--- config.mk ---
export PLATFORM = sky130hd
export DESIGN_NAME = average_value_ctrl
export DESIGN_NICKNAME = d
export VERILOG_FILES = /design/src/rtl/average_value_pkg.sv /design/src/rtl/average_value_ctrl.sv
export VERILOG_INCLUDE_DIRS = /design/src /design/src/rtl
export SDC_FILE = /design/constraint.sdc
export NUM_CORES = 1
export LEC_CHECK = 0
export ABC_AREA = 1
export CELL_PAD_IN_SITES_DETAIL_PLACEMENT = 0
export CELL_PAD_IN_SITES_GLOBAL_PLACEMENT = 1
export CORE_UTILIZATION = 35
export CTS_BUF_LIST = sky130_fd_sc_hd__clkbuf_16
export CTS_CLUSTER_DIAMETER = 150
export DETAILED_ROUTE_END_ITERATION = 10
export DONT_BUFFER_PORTS = 1
export GPL_ROUTABILITY_DRIVEN = 1
export PLACE_DENSITY_LB_ADDON = 0.1
export SLEW_MARGIN = 20
export SYNTH_ARGS = -nofsm -noshare
export SYNTH_HDL_FRONTEND = slang
export SYNTH_SLANG_ARGS = --single-unit
export TNS_END_PERCENT = 50
--- constraint.sdc ---
create_clock -name clk -period 2.93 [get_ports clk]
set_clock_uncertainty 0.1 [all_clocks]
set_input_delay 0.879 -clock clk [delete_from_list [all_inputs] [get_ports clk]]
set_output_delay 0.879 -clock clk [all_outputs]
set_load 0.005 [all_outputs]
--- src/rtl/average_value_map.svh ---
// register offsets, field positions and reset values of the converter control block
`ifndef AVERAGE_VALUE_MAP_SVH
`define AVERAGE_VALUE_MAP_SVH

`define AVERAGE_VALUE_OFS_LAUNCH   8'h50
`define AVERAGE_VALUE_OFS_CONFIG   8'h51
`define AVERAGE_VALUE_OFS_AVERAGE  8'h53
`define AVERAGE_VALUE_OFS_MINIMUM  8'h54
`define AVERAGE_VALUE_OFS_MAXIMUM  8'h55

`define AVERAGE_VALUE_LAUNCH_BIT   0
`define AVERAGE_VALUE_SIZE_MSB     5
`define AVERAGE_VALUE_SIZE_LSB     3
`define AVERAGE_VALUE_CHAN_MSB     2
`define AVERAGE_VALUE_CHAN_LSB     0

`define AVERAGE_VALUE_CONFIG_RST   6'h00
`define AVERAGE_VALUE_RESULT_RST   8'h00
`define AVERAGE_VALUE_MIN_INIT     8'hff
`define AVERAGE_VALUE_MAX_INIT     8'h00

`endif

--- src/rtl/average_value_pkg.sv ---
// types of the converter control block
`default_nettype none
package average_value_pkg;

	typedef enum logic [2:0] {
		AVERAGE_VALUE_IDLE   = 3'b001,
		AVERAGE_VALUE_SAMPLE = 3'b010,
		AVERAGE_VALUE_DONE   = 3'b100
	} average_value_state_t;

	typedef enum logic [2:0] {
		AVERAGE_VALUE_CH_HAPTIC  = 3'h0,
		AVERAGE_VALUE_CH_MONITOR = 3'h1,
		AVERAGE_VALUE_CH_CHARGER = 3'h3,
		AVERAGE_VALUE_CH_PUMP    = 3'h4,
		AVERAGE_VALUE_CH_BOOST   = 3'h5
	} average_value_chan_t;

endpackage : average_value_pkg
`default_nettype wire

--- src/rtl/average_value_ctrl.sv ---
// converter launch, averaging and min/max result logic
`include "average_value_map.svh"
`default_nettype none

module average_value_ctrl (
	input  wire logic       clk,
	input  wire logic       rst,
	input  wire logic       reg_wr,
	input  wire logic       reg_rd,
	input  wire logic [7:0] reg_addr,
	input  wire logic [7:0] reg_wdata,
	output logic      [7:0] reg_rdata,
	output logic            conv_start,
	output logic      [4:0] chan_route,
	input  wire logic       conv_done,
	input  wire logic [7:0] conv_data
);

	average_value_pkg::average_value_state_t state_r, state_nxt;
	logic        launch_r,  launch_nxt;
	logic [5:0]  config_r,  config_nxt;
	logic [7:0]  avg_r,     avg_nxt;
	logic [7:0]  min_r,     min_nxt;
	logic [7:0]  max_r,     max_nxt;
	logic [7:0]  run_min_r, run_min_nxt;
	logic [7:0]  run_max_r, run_max_nxt;
	logic [14:0] sum_r,     sum_nxt;
	logic [7:0]  left_r,    left_nxt;
	logic [2:0]  size_r,    size_nxt;
	logic        start_r,   start_nxt;
	logic [4:0]  route_r,   route_nxt;
	logic [7:0]  rdata_r,   rdata_nxt;
	logic [2:0]  size_cfg;
	logic [2:0]  chan_cfg;
	logic        config_wr;
	logic        launch_go;
	logic        sample_in;
	logic        burst_end;

	// one-hot route of a channel code, reserved codes route nowhere
	function automatic logic [4:0] chan_decode(input logic [2:0] code);
		case (code)
			average_value_pkg::AVERAGE_VALUE_CH_HAPTIC:  chan_decode = 5'h01;
			average_value_pkg::AVERAGE_VALUE_CH_MONITOR: chan_decode = 5'h02;
			average_value_pkg::AVERAGE_VALUE_CH_CHARGER: chan_decode = 5'h04;
			average_value_pkg::AVERAGE_VALUE_CH_PUMP:    chan_decode = 5'h08;
			average_value_pkg::AVERAGE_VALUE_CH_BOOST:   chan_decode = 5'h10;
			default:                       chan_decode = 5'h00;
		endcase
	endfunction : chan_decode

	// samples still to come after the first one, for a size code
	function automatic logic [7:0] burst_last(input logic [2:0] size);
		burst_last = 8'(9'h001 << size) - 8'h01;
	endfunction : burst_last

	// config fields and request decode shared by the groups below
	assign size_cfg  = config_r[`AVERAGE_VALUE_SIZE_MSB:`AVERAGE_VALUE_SIZE_LSB];
	assign chan_cfg  = config_r[`AVERAGE_VALUE_CHAN_MSB:`AVERAGE_VALUE_CHAN_LSB];
	// config held steady during a burst so the count and divide agree
	assign config_wr = reg_wr && (reg_addr == `AVERAGE_VALUE_OFS_CONFIG)
	                   && (state_r == average_value_pkg::AVERAGE_VALUE_IDLE);
	assign launch_go = reg_wr && (reg_addr == `AVERAGE_VALUE_OFS_LAUNCH)
	                   && reg_wdata[`AVERAGE_VALUE_LAUNCH_BIT]
	                   && (state_r == average_value_pkg::AVERAGE_VALUE_IDLE);
	// a done pulse outside a burst is dropped here
	assign sample_in = conv_done && (state_r == average_value_pkg::AVERAGE_VALUE_SAMPLE);
	assign burst_end = (state_r == average_value_pkg::AVERAGE_VALUE_DONE);

	// burst sequencer: launch bit, sample count and converter requests
	always_comb begin
		state_nxt  = state_r;
		launch_nxt = launch_r;
		left_nxt   = left_r;
		size_nxt   = size_r;
		start_nxt  = 1'b0;
		route_nxt  = route_r;
		case (state_r)
			average_value_pkg::AVERAGE_VALUE_IDLE: begin
				if (launch_go) begin
					launch_nxt = 1'b1;
					size_nxt   = size_cfg;
					left_nxt   = burst_last(size_cfg);
					route_nxt  = chan_decode(chan_cfg);
					start_nxt  = 1'b1;
					state_nxt  = average_value_pkg::AVERAGE_VALUE_SAMPLE;
				end
			end
			average_value_pkg::AVERAGE_VALUE_SAMPLE: begin
				if (sample_in) begin
					if (left_r == 8'h00) begin
						state_nxt = average_value_pkg::AVERAGE_VALUE_DONE;
					end else begin
						left_nxt  = left_r - 8'h01;
						start_nxt = 1'b1;
					end
				end
			end
			average_value_pkg::AVERAGE_VALUE_DONE: begin
				// launch falls in the same cycle the results load
				launch_nxt = 1'b0;
				route_nxt  = 5'h00;
				state_nxt  = average_value_pkg::AVERAGE_VALUE_IDLE;
			end
			default: begin
				state_nxt = average_value_pkg::AVERAGE_VALUE_IDLE;
			end
		endcase
	end

	always_ff @(posedge clk) begin
		if (rst) begin
			state_r  <= average_value_pkg::AVERAGE_VALUE_IDLE;
			launch_r <= 1'b0;
			left_r   <= 8'h00;
			size_r   <= 3'h0;
			start_r  <= 1'b0;
			route_r  <= 5'h00;
		end else begin
			state_r  <= state_nxt;
			launch_r <= launch_nxt;
			left_r   <= left_nxt;
			size_r   <= size_nxt;
			start_r  <= start_nxt;
			route_r  <= route_nxt;
		end
	end

	// running sum and extremes of the burst in flight
	always_comb begin
		sum_nxt     = sum_r;
		run_min_nxt = run_min_r;
		run_max_nxt = run_max_r;
		if (launch_go) begin
			sum_nxt     = 15'h0000;
			run_min_nxt = `AVERAGE_VALUE_MIN_INIT;
			run_max_nxt = `AVERAGE_VALUE_MAX_INIT;
		end else if (sample_in) begin
			// 15 bits hold 128 full-scale samples without wrap
			sum_nxt = sum_r + {7'h00, conv_data};
			if (conv_data < run_min_r) begin
				run_min_nxt = conv_data;
			end
			if (conv_data > run_max_r) begin
				run_max_nxt = conv_data;
			end
		end
	end

	always_ff @(posedge clk) begin
		if (rst) begin
			sum_r     <= 15'h0000;
			run_min_r <= `AVERAGE_VALUE_MIN_INIT;
			run_max_r <= `AVERAGE_VALUE_MAX_INIT;
		end else begin
			sum_r     <= sum_nxt;
			run_min_r <= run_min_nxt;
			run_max_r <= run_max_nxt;
		end
	end

	// results move only at burst end: no write decodes their offsets
	always_comb begin
		avg_nxt = avg_r;
		min_nxt = min_r;
		max_nxt = max_r;
		if (burst_end) begin
			// truncating divide by 2^N keeps the datapath shift-only
			avg_nxt = 8'(sum_r >> size_r);
			min_nxt = run_min_r;
			max_nxt = run_max_r;
		end
	end

	always_ff @(posedge clk) begin
		if (rst) begin
			avg_r <= `AVERAGE_VALUE_RESULT_RST;
			min_r <= `AVERAGE_VALUE_RESULT_RST;
			max_r <= `AVERAGE_VALUE_RESULT_RST;
		end else begin
			avg_r <= avg_nxt;
			min_r <= min_nxt;
			max_r <= max_nxt;
		end
	end

	// software-visible config and registered read data
	always_comb begin
		config_nxt = config_r;
		rdata_nxt  = rdata_r;
		if (config_wr) begin
			config_nxt = reg_wdata[`AVERAGE_VALUE_SIZE_MSB:`AVERAGE_VALUE_CHAN_LSB];
		end
		if (reg_rd) begin
			case (reg_addr)
				`AVERAGE_VALUE_OFS_LAUNCH:  rdata_nxt = {7'h00, launch_r};
				`AVERAGE_VALUE_OFS_CONFIG:  rdata_nxt = {2'b00, config_r};
				`AVERAGE_VALUE_OFS_AVERAGE: rdata_nxt = avg_r;
				`AVERAGE_VALUE_OFS_MINIMUM: rdata_nxt = min_r;
				`AVERAGE_VALUE_OFS_MAXIMUM: rdata_nxt = max_r;
				default:             rdata_nxt = 8'h00;
			endcase
		end
	end

	always_ff @(posedge clk) begin
		if (rst) begin
			config_r <= `AVERAGE_VALUE_CONFIG_RST;
			rdata_r  <= 8'h00;
		end else begin
			config_r <= config_nxt;
			rdata_r  <= rdata_nxt;
		end
	end

	assign reg_rdata  = rdata_r;
	assign conv_start = start_r;
	assign chan_route = route_r;

endmodule : average_value_ctrl
`default_nettype wire

Word-level counts from Yosys, hierarchy flattened
Index checks and enable logic that the tools add are counted. W data, S select, Z words.

Register bits after elaboration: 90. Latch bits: 0. RAM bits: 0. ROM bits: 0. Input bits: 29. Output and inout port bits: 14. Word-level logic and storage cells: 72. Memories kept: 0.

$add $sub $neg: 3. Multipliers: 0. Div/mod/pow operators: 0. Order comparisons: 2. Equality and inequality tests: 16. Shift operators: 2. Muxes and demuxes: 18. Bitwise operators: 0. Reduce and logical (&&, ||, !) cells: 17.

Operators with widths (number): $eq A8 B7 Y1 const B (5); $pmux W8 S5 (1); $pmux W5 S5 (1); $mux W8 (3); $pmux W8 S2 (1); $sub A8 B1 Y8 const B (2); $add A15 B8 Y15 (1); $shr A15 B3 Y8 (1); $pmux W5 S2 (1); $eq A3 B3 Y1 const B (3); $mux W3 (3); $gt A8 B8 Y1 (1); $logic_not A8 Y1 (1); $lt A8 B8 Y1 (1); $reduce_and A2 Y1 (4); $shl A1 B3 Y8 const A (1); $eq A3 B1 Y1 const B (2); $eq A3 B2 Y1 const B (2); $logic_and A1 B1 Y1 (6); $ne A2 B2 Y1 const B (3); $pmux W3 S2 (1); $mux W5 (1); $mux W1 (4); $pmux W1 S2 (2); 6 further kinds (7).

Logic depth before layout (Yosys ltp)
Gate-level depths: netlist (run 1).

Word-level depth: 6. Depth in mapped cells: 12. Mapped depth without buffers: 11.

Worst setup path after synthesis (run 1)
No wires, ideal clock.

Kind: input -> register. Start: in conv_data[0]. End: reg sum_r[14]. Library setup time: 0.115 ns. Arrival: 2.117 ns. Data required time: 2.715 ns. Setup slack: 0.598 ns. Cell stages on the path: 9. Buffers on the path: 0. Cell sequence: ha_1 fa_1 nand3_1 nand2_1 nand2_1 nand3_1 nand3_1 xor2_1 nor2_1.

Word-level cells in the longest chain between the ends: 1.

Ends and longest elaborated chain: start: declaration (RTL line average_value_ctrl.sv:16) `input wire logic [7:0] conv_data`; $add A15 B8 Y15 (RTL line average_value_ctrl.sv:140) `sum_nxt = sum_r + {7'h00, conv_data};`; end signal: assignment (RTL line average_value_ctrl.sv:156) `sum_r <= sum_nxt;`; end: declaration (RTL line average_value_ctrl.sv:27) `logic [14:0] sum_r, sum_nxt;`.

No other way between the ends. A chain may end at the register's enable or synchronous reset.

Worst setup path after layout (run 1)
Ends and elaborated chain as after synthesis.

==> results.ini, run 1 <==
[outcome]
status=complete, no violations

[clock_network]
clockRootBuffer=clkbuf_16
cts_tree=built
ctsResizeCount=0
numCtsBuffers=9
cts.sinks=90
cts_buffer_depth=2
clock_latency_ns=0.35
post_cts_buffers=0
holdBufCountCts=0
path_clk_slew_ns=0.06
htree_levels=3

[critical_path]
critical_path_class=input pin to flop
reg2reg_from=sum_r[0]$_SDFFE_PP0P_
worstRegToRegCells=9
worst-path-max-fanout=4
cp-end-kind=flop
rr_endpoint=sum_r[14]$_SDFFE_PP0P_
rrSetupSlack_ns=0.90
startpoint_type=input pin
crit_required_ns=3.07
cp_data_arrival_time_ns=2.37

[synthesis]
synthAdderAreaFrac=0.06276
ys_ff_latch=90
synth.most_common_cell=nand2_1
synth-xor-area-share=0.01716
ys_seq_area_frac=0.3530
synth_top_family_by_area=simple AND/OR/NAND/NOR gates
ys.flop_type=dfxtp_1
synthSimpleGateAreaFrac=0.2944
syn_inst=741
ys_top_cells_by_count=nand2_1 (172), dfxtp_1 (90), inv_1 (85)
synthMuxAreaShare=0.001961
netlist_area_um2=5104
synth_cell_types=41
yosys_warnings=0
synth_fp_nets=795
synth_compound_area_frac=0.1731
synth.top_cell.area_share=0.3530
synth.area.top_cells=dfxtp_1 (35%), nand2_1 (13%), nand3_1 (6.4%)
avgSynthCellArea_um2=6.888
yosys.area.top_type=dfxtp_1
synth-edff-count=0
synthArstFlopShare=0

[routing]
avgRoutedWirePerCell_um=14.19
drc=0
detail-route-antenna-nets=0
detail_route.wirelength_um=12990
viasPerCell=4.965
first_iter_violations=179
drt_first_pass_iters=4
num_vias=4543

[floorplan]
die_w_um=122.8
ioPinCount=43
row_count=43
coreArea_um2=14040
fp.dieArea_um2=15070
die_h_um=122.8
start_util=0.3635

[hold_path]
hp-class=flop to flop
hold_depth=2
hold_path_end=avg_r[6]$_SDFFE_PP0P_
hp-start=avg_r[6]$_SDFFE_PP0P_

[power_and_ir_drop]
peakVddDrop_mv=0.2510
p_leak_nw=2.366
power.density_nw_per_um2=505.7

[finish]
ff_latch_area_um2=1802
syn_to_final_growth_pct=7.673
nNetsFinal=784
multi_input_area_um2=2804
design_area_um2=5495
drive_gt1_frac=0.07075
antenna_cells=0
fill_cells=1541

[timing]
final.min_clock_period_ns=2.227
timing.fmax_mhz=449.0
finalSetupTns_ns=0
slew-limit-headroom=0.5364
setup_violations=0
slew_viol_final=0
worst_pin_slew_ns=0.6946
fin_crit_sh=0.7600
hold_viol=0
rsz0062_at_grt=no

[run]
drv_cap=0

[place]
hpwl_um=9919
gp_congestion=0.8164
post_dp_cell_area_um2=5209
port_buffers=0

[global_route]
gr-total-overflow=0
grt_pass1_wl_um=21450
grt_usage=0.1855
grt_max_degree=23
first_global_vias=4331
antenna_found_initial=0

-- worst max-delay path: stages --
cell	delay, ns
ha_1	0.25
fa_1	0.42
nand3_1	0.10
nand2_1	0.11
nand2_1	0.09
nand3_1	0.15
nand3_1	0.15
xor2_1	0.16
nor2_1	0.05
-- registers in the layout, indices dropped and copies added, names as in the netlist, 8 cells and up --
name       cells
sum_r         15
run_min_r      8
avg_r          8
max_r          8
min_r          8
run_max_r      8
reg_rdata      8
left_r         8
-- metrics by stage --
step,setup slack [ns],power (mW),instances,hold slack [ns],util
after floorplan,0.5979,1.614,741,0.3267,-
after global placement,0.3863,1.661,899,0.3391,0.3709
after detailed placement,0.3509,1.669,899,0.3480,0.3709
after CTS,0.7120,2.829,915,0.3578,0.3913
after global routing,0.5819,2.927,915,0.3736,0.3913
final,0.7031,2.779,915,0.3554,0.3913
-- routing by layer --
metal  up-vias  track usage  wire, um
met5         -            0         0
met4         0      0.04497       148
met3        11      0.05297       580
met2        63       0.2988      5781
met1      2060       0.2428      6474
li1       2409            -         -
-- area by class of cell --
| cell class | count | area share |
|---|---|---|
| inverter | 92 | 0.06330 |
| tap | 180 | 0.04098 |
| multi-input combinational | 533 | 0.5102 |
| clock buffer | 9 | 0.04098 |
| timing repair buffer | 4 | 0.005464 |
| clock inverter | 7 | 0.01116 |
| sequential | 90 | 0.3279 |
-- kinds of logic (layout without fill, tap and decap cells) --
group                      count (synthesis)  in the layout
xor gates and xnor gates                  10             10
DFF                                       90             90
adders and majority gates                 25             25
AOI/OAI and AO/OA                        155            155
muxes                                      1              1
and+or+nand+nor                          342            342
buffers and inverters                    118            112
-- how the worst max path moves through the flow --
stage / slack [ns] / to / from / depth (start not counted)
finish: 0.70 / sum_r[14]$_SDFFE_PP0P_ / conv_data[0] / 9
global route: 0.58 / sum_r[14]$_SDFFE_PP0P_ / conv_data[0] / 9
CTS: 0.71 / sum_r[14]$_SDFFE_PP0P_ / conv_data[0] / 9
detailed placement: 0.35 / sum_r[14]$_SDFFE_PP0P_ / conv_data[0] / 9
global placement: 0.39 / sum_r[14]$_SDFFE_PP0P_ / conv_data[0] / 9
floorplan: 0.60 / sum_r[14]$_SDFFE_PP0P_ / conv_data[0] / 9
-- power breakdown --
part | leakage (nW) | switching, mW | total (mW) | internal (mW)
logic | 1.50 | 0.238 | 0.343 | 0.105
registers | 0.726 | 0.0394 | 1.30 | 1.26
clock network | 0.138 | 0.489 | 1.14 | 0.651
total | 2.37 | 0.766 | 2.78 | 2.01
-- placed cells by master, fill, tap and decap left out, types with 5 or more instances in the layout --
cell type    n
xor2_1       5
xnor2_1      5
clkbuf_16    9
inv_1       86
nand3_1     65
a21oi_1     58
nor2_1      70
ha_1        24
o21ai_0     65
nand2_1    172
nand4_1     11
o211ai_2     8
o22ai_1      6
dfxtp_1     90
inv_2        6
(Power assumes the default switching activity.)
==> inputs of run 2 (changes only) <==
--- a/config.mk
+++ b/config.mk
@@ -6,7 +6,7 @@
 export SDC_FILE = /design/constraint.sdc
 export NUM_CORES = 1
 export LEC_CHECK = 0
-export ABC_AREA = 1
+export ABC_AREA = 0
 export CELL_PAD_IN_SITES_DETAIL_PLACEMENT = 0
 export CELL_PAD_IN_SITES_GLOBAL_PLACEMENT = 1
 export CORE_UTILIZATION = 35
==> constraint.sdc (replaced) <==
create_clock -name clk -period 2 [get_ports clk]
set_clock_uncertainty 0.1 [all_clocks]
set_input_delay 0.6 -clock clk [delete_from_list [all_inputs] [get_ports clk]]
set_output_delay 0.6 -clock clk [all_outputs]
set_load 0.005 [all_outputs]
==> run 2 against run 1 <==
Core utilization rose by 4.0 points. Register-to-register slack got worse by 0.80 ns. Critical path depth fell by 3. Count of clock-buffer cells in the layout did not move. Non-clock buffer count rose by 54. Sequential power rose by 38%. Sequential share of layout area fell by 2.4 points. Combinational power fell by 55%. Wire length rose by 6.4%. Via count fell by 3.3%. Critical path type unchanged. Largest power group is now clock.
==> results.ini, run 2 <==
[floorplan]
ioPinCount=43
die_h_um=120.9
row_count=43
die_w_um=120.9
fp.dieArea_um2=14610
coreArea_um2=13830
start_util=0.3576

[finish]
regMostFlops=sum_r
design_area_um2=5963
syn_to_final_growth_pct=20.60
nNetsFinal=689
drive_gt1_frac=0.1906
antenna_cells=0
layout_common_cells=nand2_1 (95), dfxtp_1 (84), buf_4 (57), a21oi_1 (55), nor2_1 (39)
utilization=0.4313
largest_register_ffs=15
layout_commonest_cell=nand2_1
instances_no_fill=820

[timing]
timing.fmax_mhz=518.7
hold_viol=0
whs_ns=0.2122
rsz0062_at_grt=yes
fin_crit_sh=0.9639
slew-limit-headroom=0.6452
worst_pin_slew_ns=0.5314
slew_viol_final=0
setup_violations=0
final.min_clock_period_ns=1.928

[outcome]
status=complete, no violations

[place]
hpwl_um=10390
gp_congestion=0.7712
dp.cells=802
port_buffers=0
post_dp_cell_area_um2=5537

[clock_network]
cts_buffer_depth=2
numCtsBuffers=9
path_clk_slew_ns=0.07
holdBufCountCts=0
clockRootBuffer=clkbuf_16
cts_tree=built
htree_levels=3
cts.sinks=90
clock_latency_ns=0.35

[run]
drv_cap=0

[critical_path]
worstRegToRegCells=7
cp-end-kind=flop
rr_endpoint=sum_r[14]$_SDFFE_PP0P_
startpoint_type=input pin
worst-path-max-fanout=10
critical_path_class=input pin to flop
crit_required_ns=2.18
reg2reg_from=sum_r[0]$_SDFFE_PP0P_
rrSetupSlack_ns=0.10
cp_data_arrival_time_ns=2.11

[global_route]
met1_usage=0.2700
first_global_vias=4206
gr-total-overflow=0
antenna_found_initial=0
top_usage_layer=met2
grt_pass1_wl_um=22290
grt_max_degree=56
grt_util_met2=0.3175
grt_usage=0.1983
met3_usage=0.03195

[synthesis]
synth.most_common_cell=nand2_1
ys_top_cells_by_count=nand2_1 (96), dfxtp_1 (90), a21oi_1 (55)
synth.top_cell.area_share=0.3644
synth_cell_types=65
syn_inst=596
synth.area.top_cells=dfxtp_1 (36%), nand2_1 (7.3%), mux2i_1 (6.5%)
yosys.area.top_type=dfxtp_1
netlist_area_um2=4945
yosys_warnings=0
ys.flop_type=dfxtp_1
synthArstFlopShare=0
synth-edff-count=0
ys_ff_latch=90
ys_seq_area_frac=0.3644
avgSynthCellArea_um2=8.297
synth_fp_nets=650

[hold_path]
hp-start=rst
hp-class=input pin to flop
hold_path_end=left_r[5]$_SDFFE_PP0P_
hold_depth=1

[routing]
detail-route-antenna-nets=0
drc=0
detail_route.wirelength_um=13820
avgRoutedWirePerCell_um=16.86
first_iter_violations=277
num_vias=4394
viasPerCell=5.359
drt_first_pass_iters=6

[power_and_ir_drop]
intPower_mw=3.108
peakVddDrop_mv=0.3567
total_power_mw=3.969
clockPowerShare=0.507
power.density_nw_per_um2=665.6
swShare=0.2169
p_comb_frac=0.039
power.share.sequential=0.454
switchingPower_mw=0.8610
p_leak_nw=2.180

## run 2: area by class of cell
cell class / instances / area [um^2]
repair buffers: 58 / 439.2
flip-flops and latches: 90 / 1812
inverters: 19 / 71.32
fillers: 1366 / 7864
clock inverters: 7 / 125.1
well taps: 180 / 225.2
clock buffers: 9 / 225.2
multi-input cells: 457 / 3065
## run 2: critical path: stages
cell and delay (ns):
or4b_4 0.58, nor4_4 0.34, buf_4 0.23, and4_1 0.18, a31oi_1 0.04, a31oi_1 0.13
## run 2: power groups by stage
stage | combinational, mW | sequential (mW) | clock (mW)
2_1_floorplan | 0.118 | 1.84 | 0
3_3_place_gp | 0.148 | 1.84 | 0
3_5_place_dp | 0.151 | 1.85 | 0
4_1_cts | 0.152 | 1.80 | 2.06
5_1_grt | 0.173 | 1.80 | 2.14
6_report | 0.154 | 1.80 | 2.01
## run 2: cell families after synthesis
logic type / synth area share
xor+xnor: 0.01417
mux: 0.08983
simple gates: 0.2373
fa+ha+maj: 0.06478
buf+inv: 0.03846
compound gates: 0.1910
flops: 0.3644
## run 2: what timing repair did
action,4_1_cts,5_1_grt
gates resized for setup,0,22
setup buffers,0,2
setup endpoints to repair,0,24
hold endpoints to repair,0,0
## run 2: worst max-delay path by stage
stage,end,slack (ns),startpoint
after floorplan,config_r[5]$_SDFFE_PP0P_,-0.17,reg_addr[7]
after global placement,left_r[2]$_SDFFE_PP0P_,-0.28,reg_addr[7]
after detailed placement,left_r[2]$_SDFFE_PP0P_,-0.27,reg_addr[7]
after CTS,left_r[2]$_SDFFE_PP0P_,0.006,state_r[1]$_SDFFE_PP0P_
after global routing,left_r[4]$_SDFFE_PP0P_,-0.02,state_r[1]$_SDFFE_PP0P_
final,left_r[2]$_SDFFE_PP0P_,0.07,reg_addr[7]
## run 2: through the flow
step,setup TNS (ns),setup slack (ns)
2_1_floorplan,-2.880,-0.1653
3_3_place_gp,-6.181,-0.2757
3_5_place_dp,-7.189,-0.2666
4_1_cts,0,0.006245
5_1_grt,-0.05131,-0.02013
6_report,0,0.07225
## run 2: routing by layer
metal,vias up,wire (um)
li1,2241,-
met1,2083,6845
met2,60,6331
met3,10,485
met4,0,161
met5,-,0
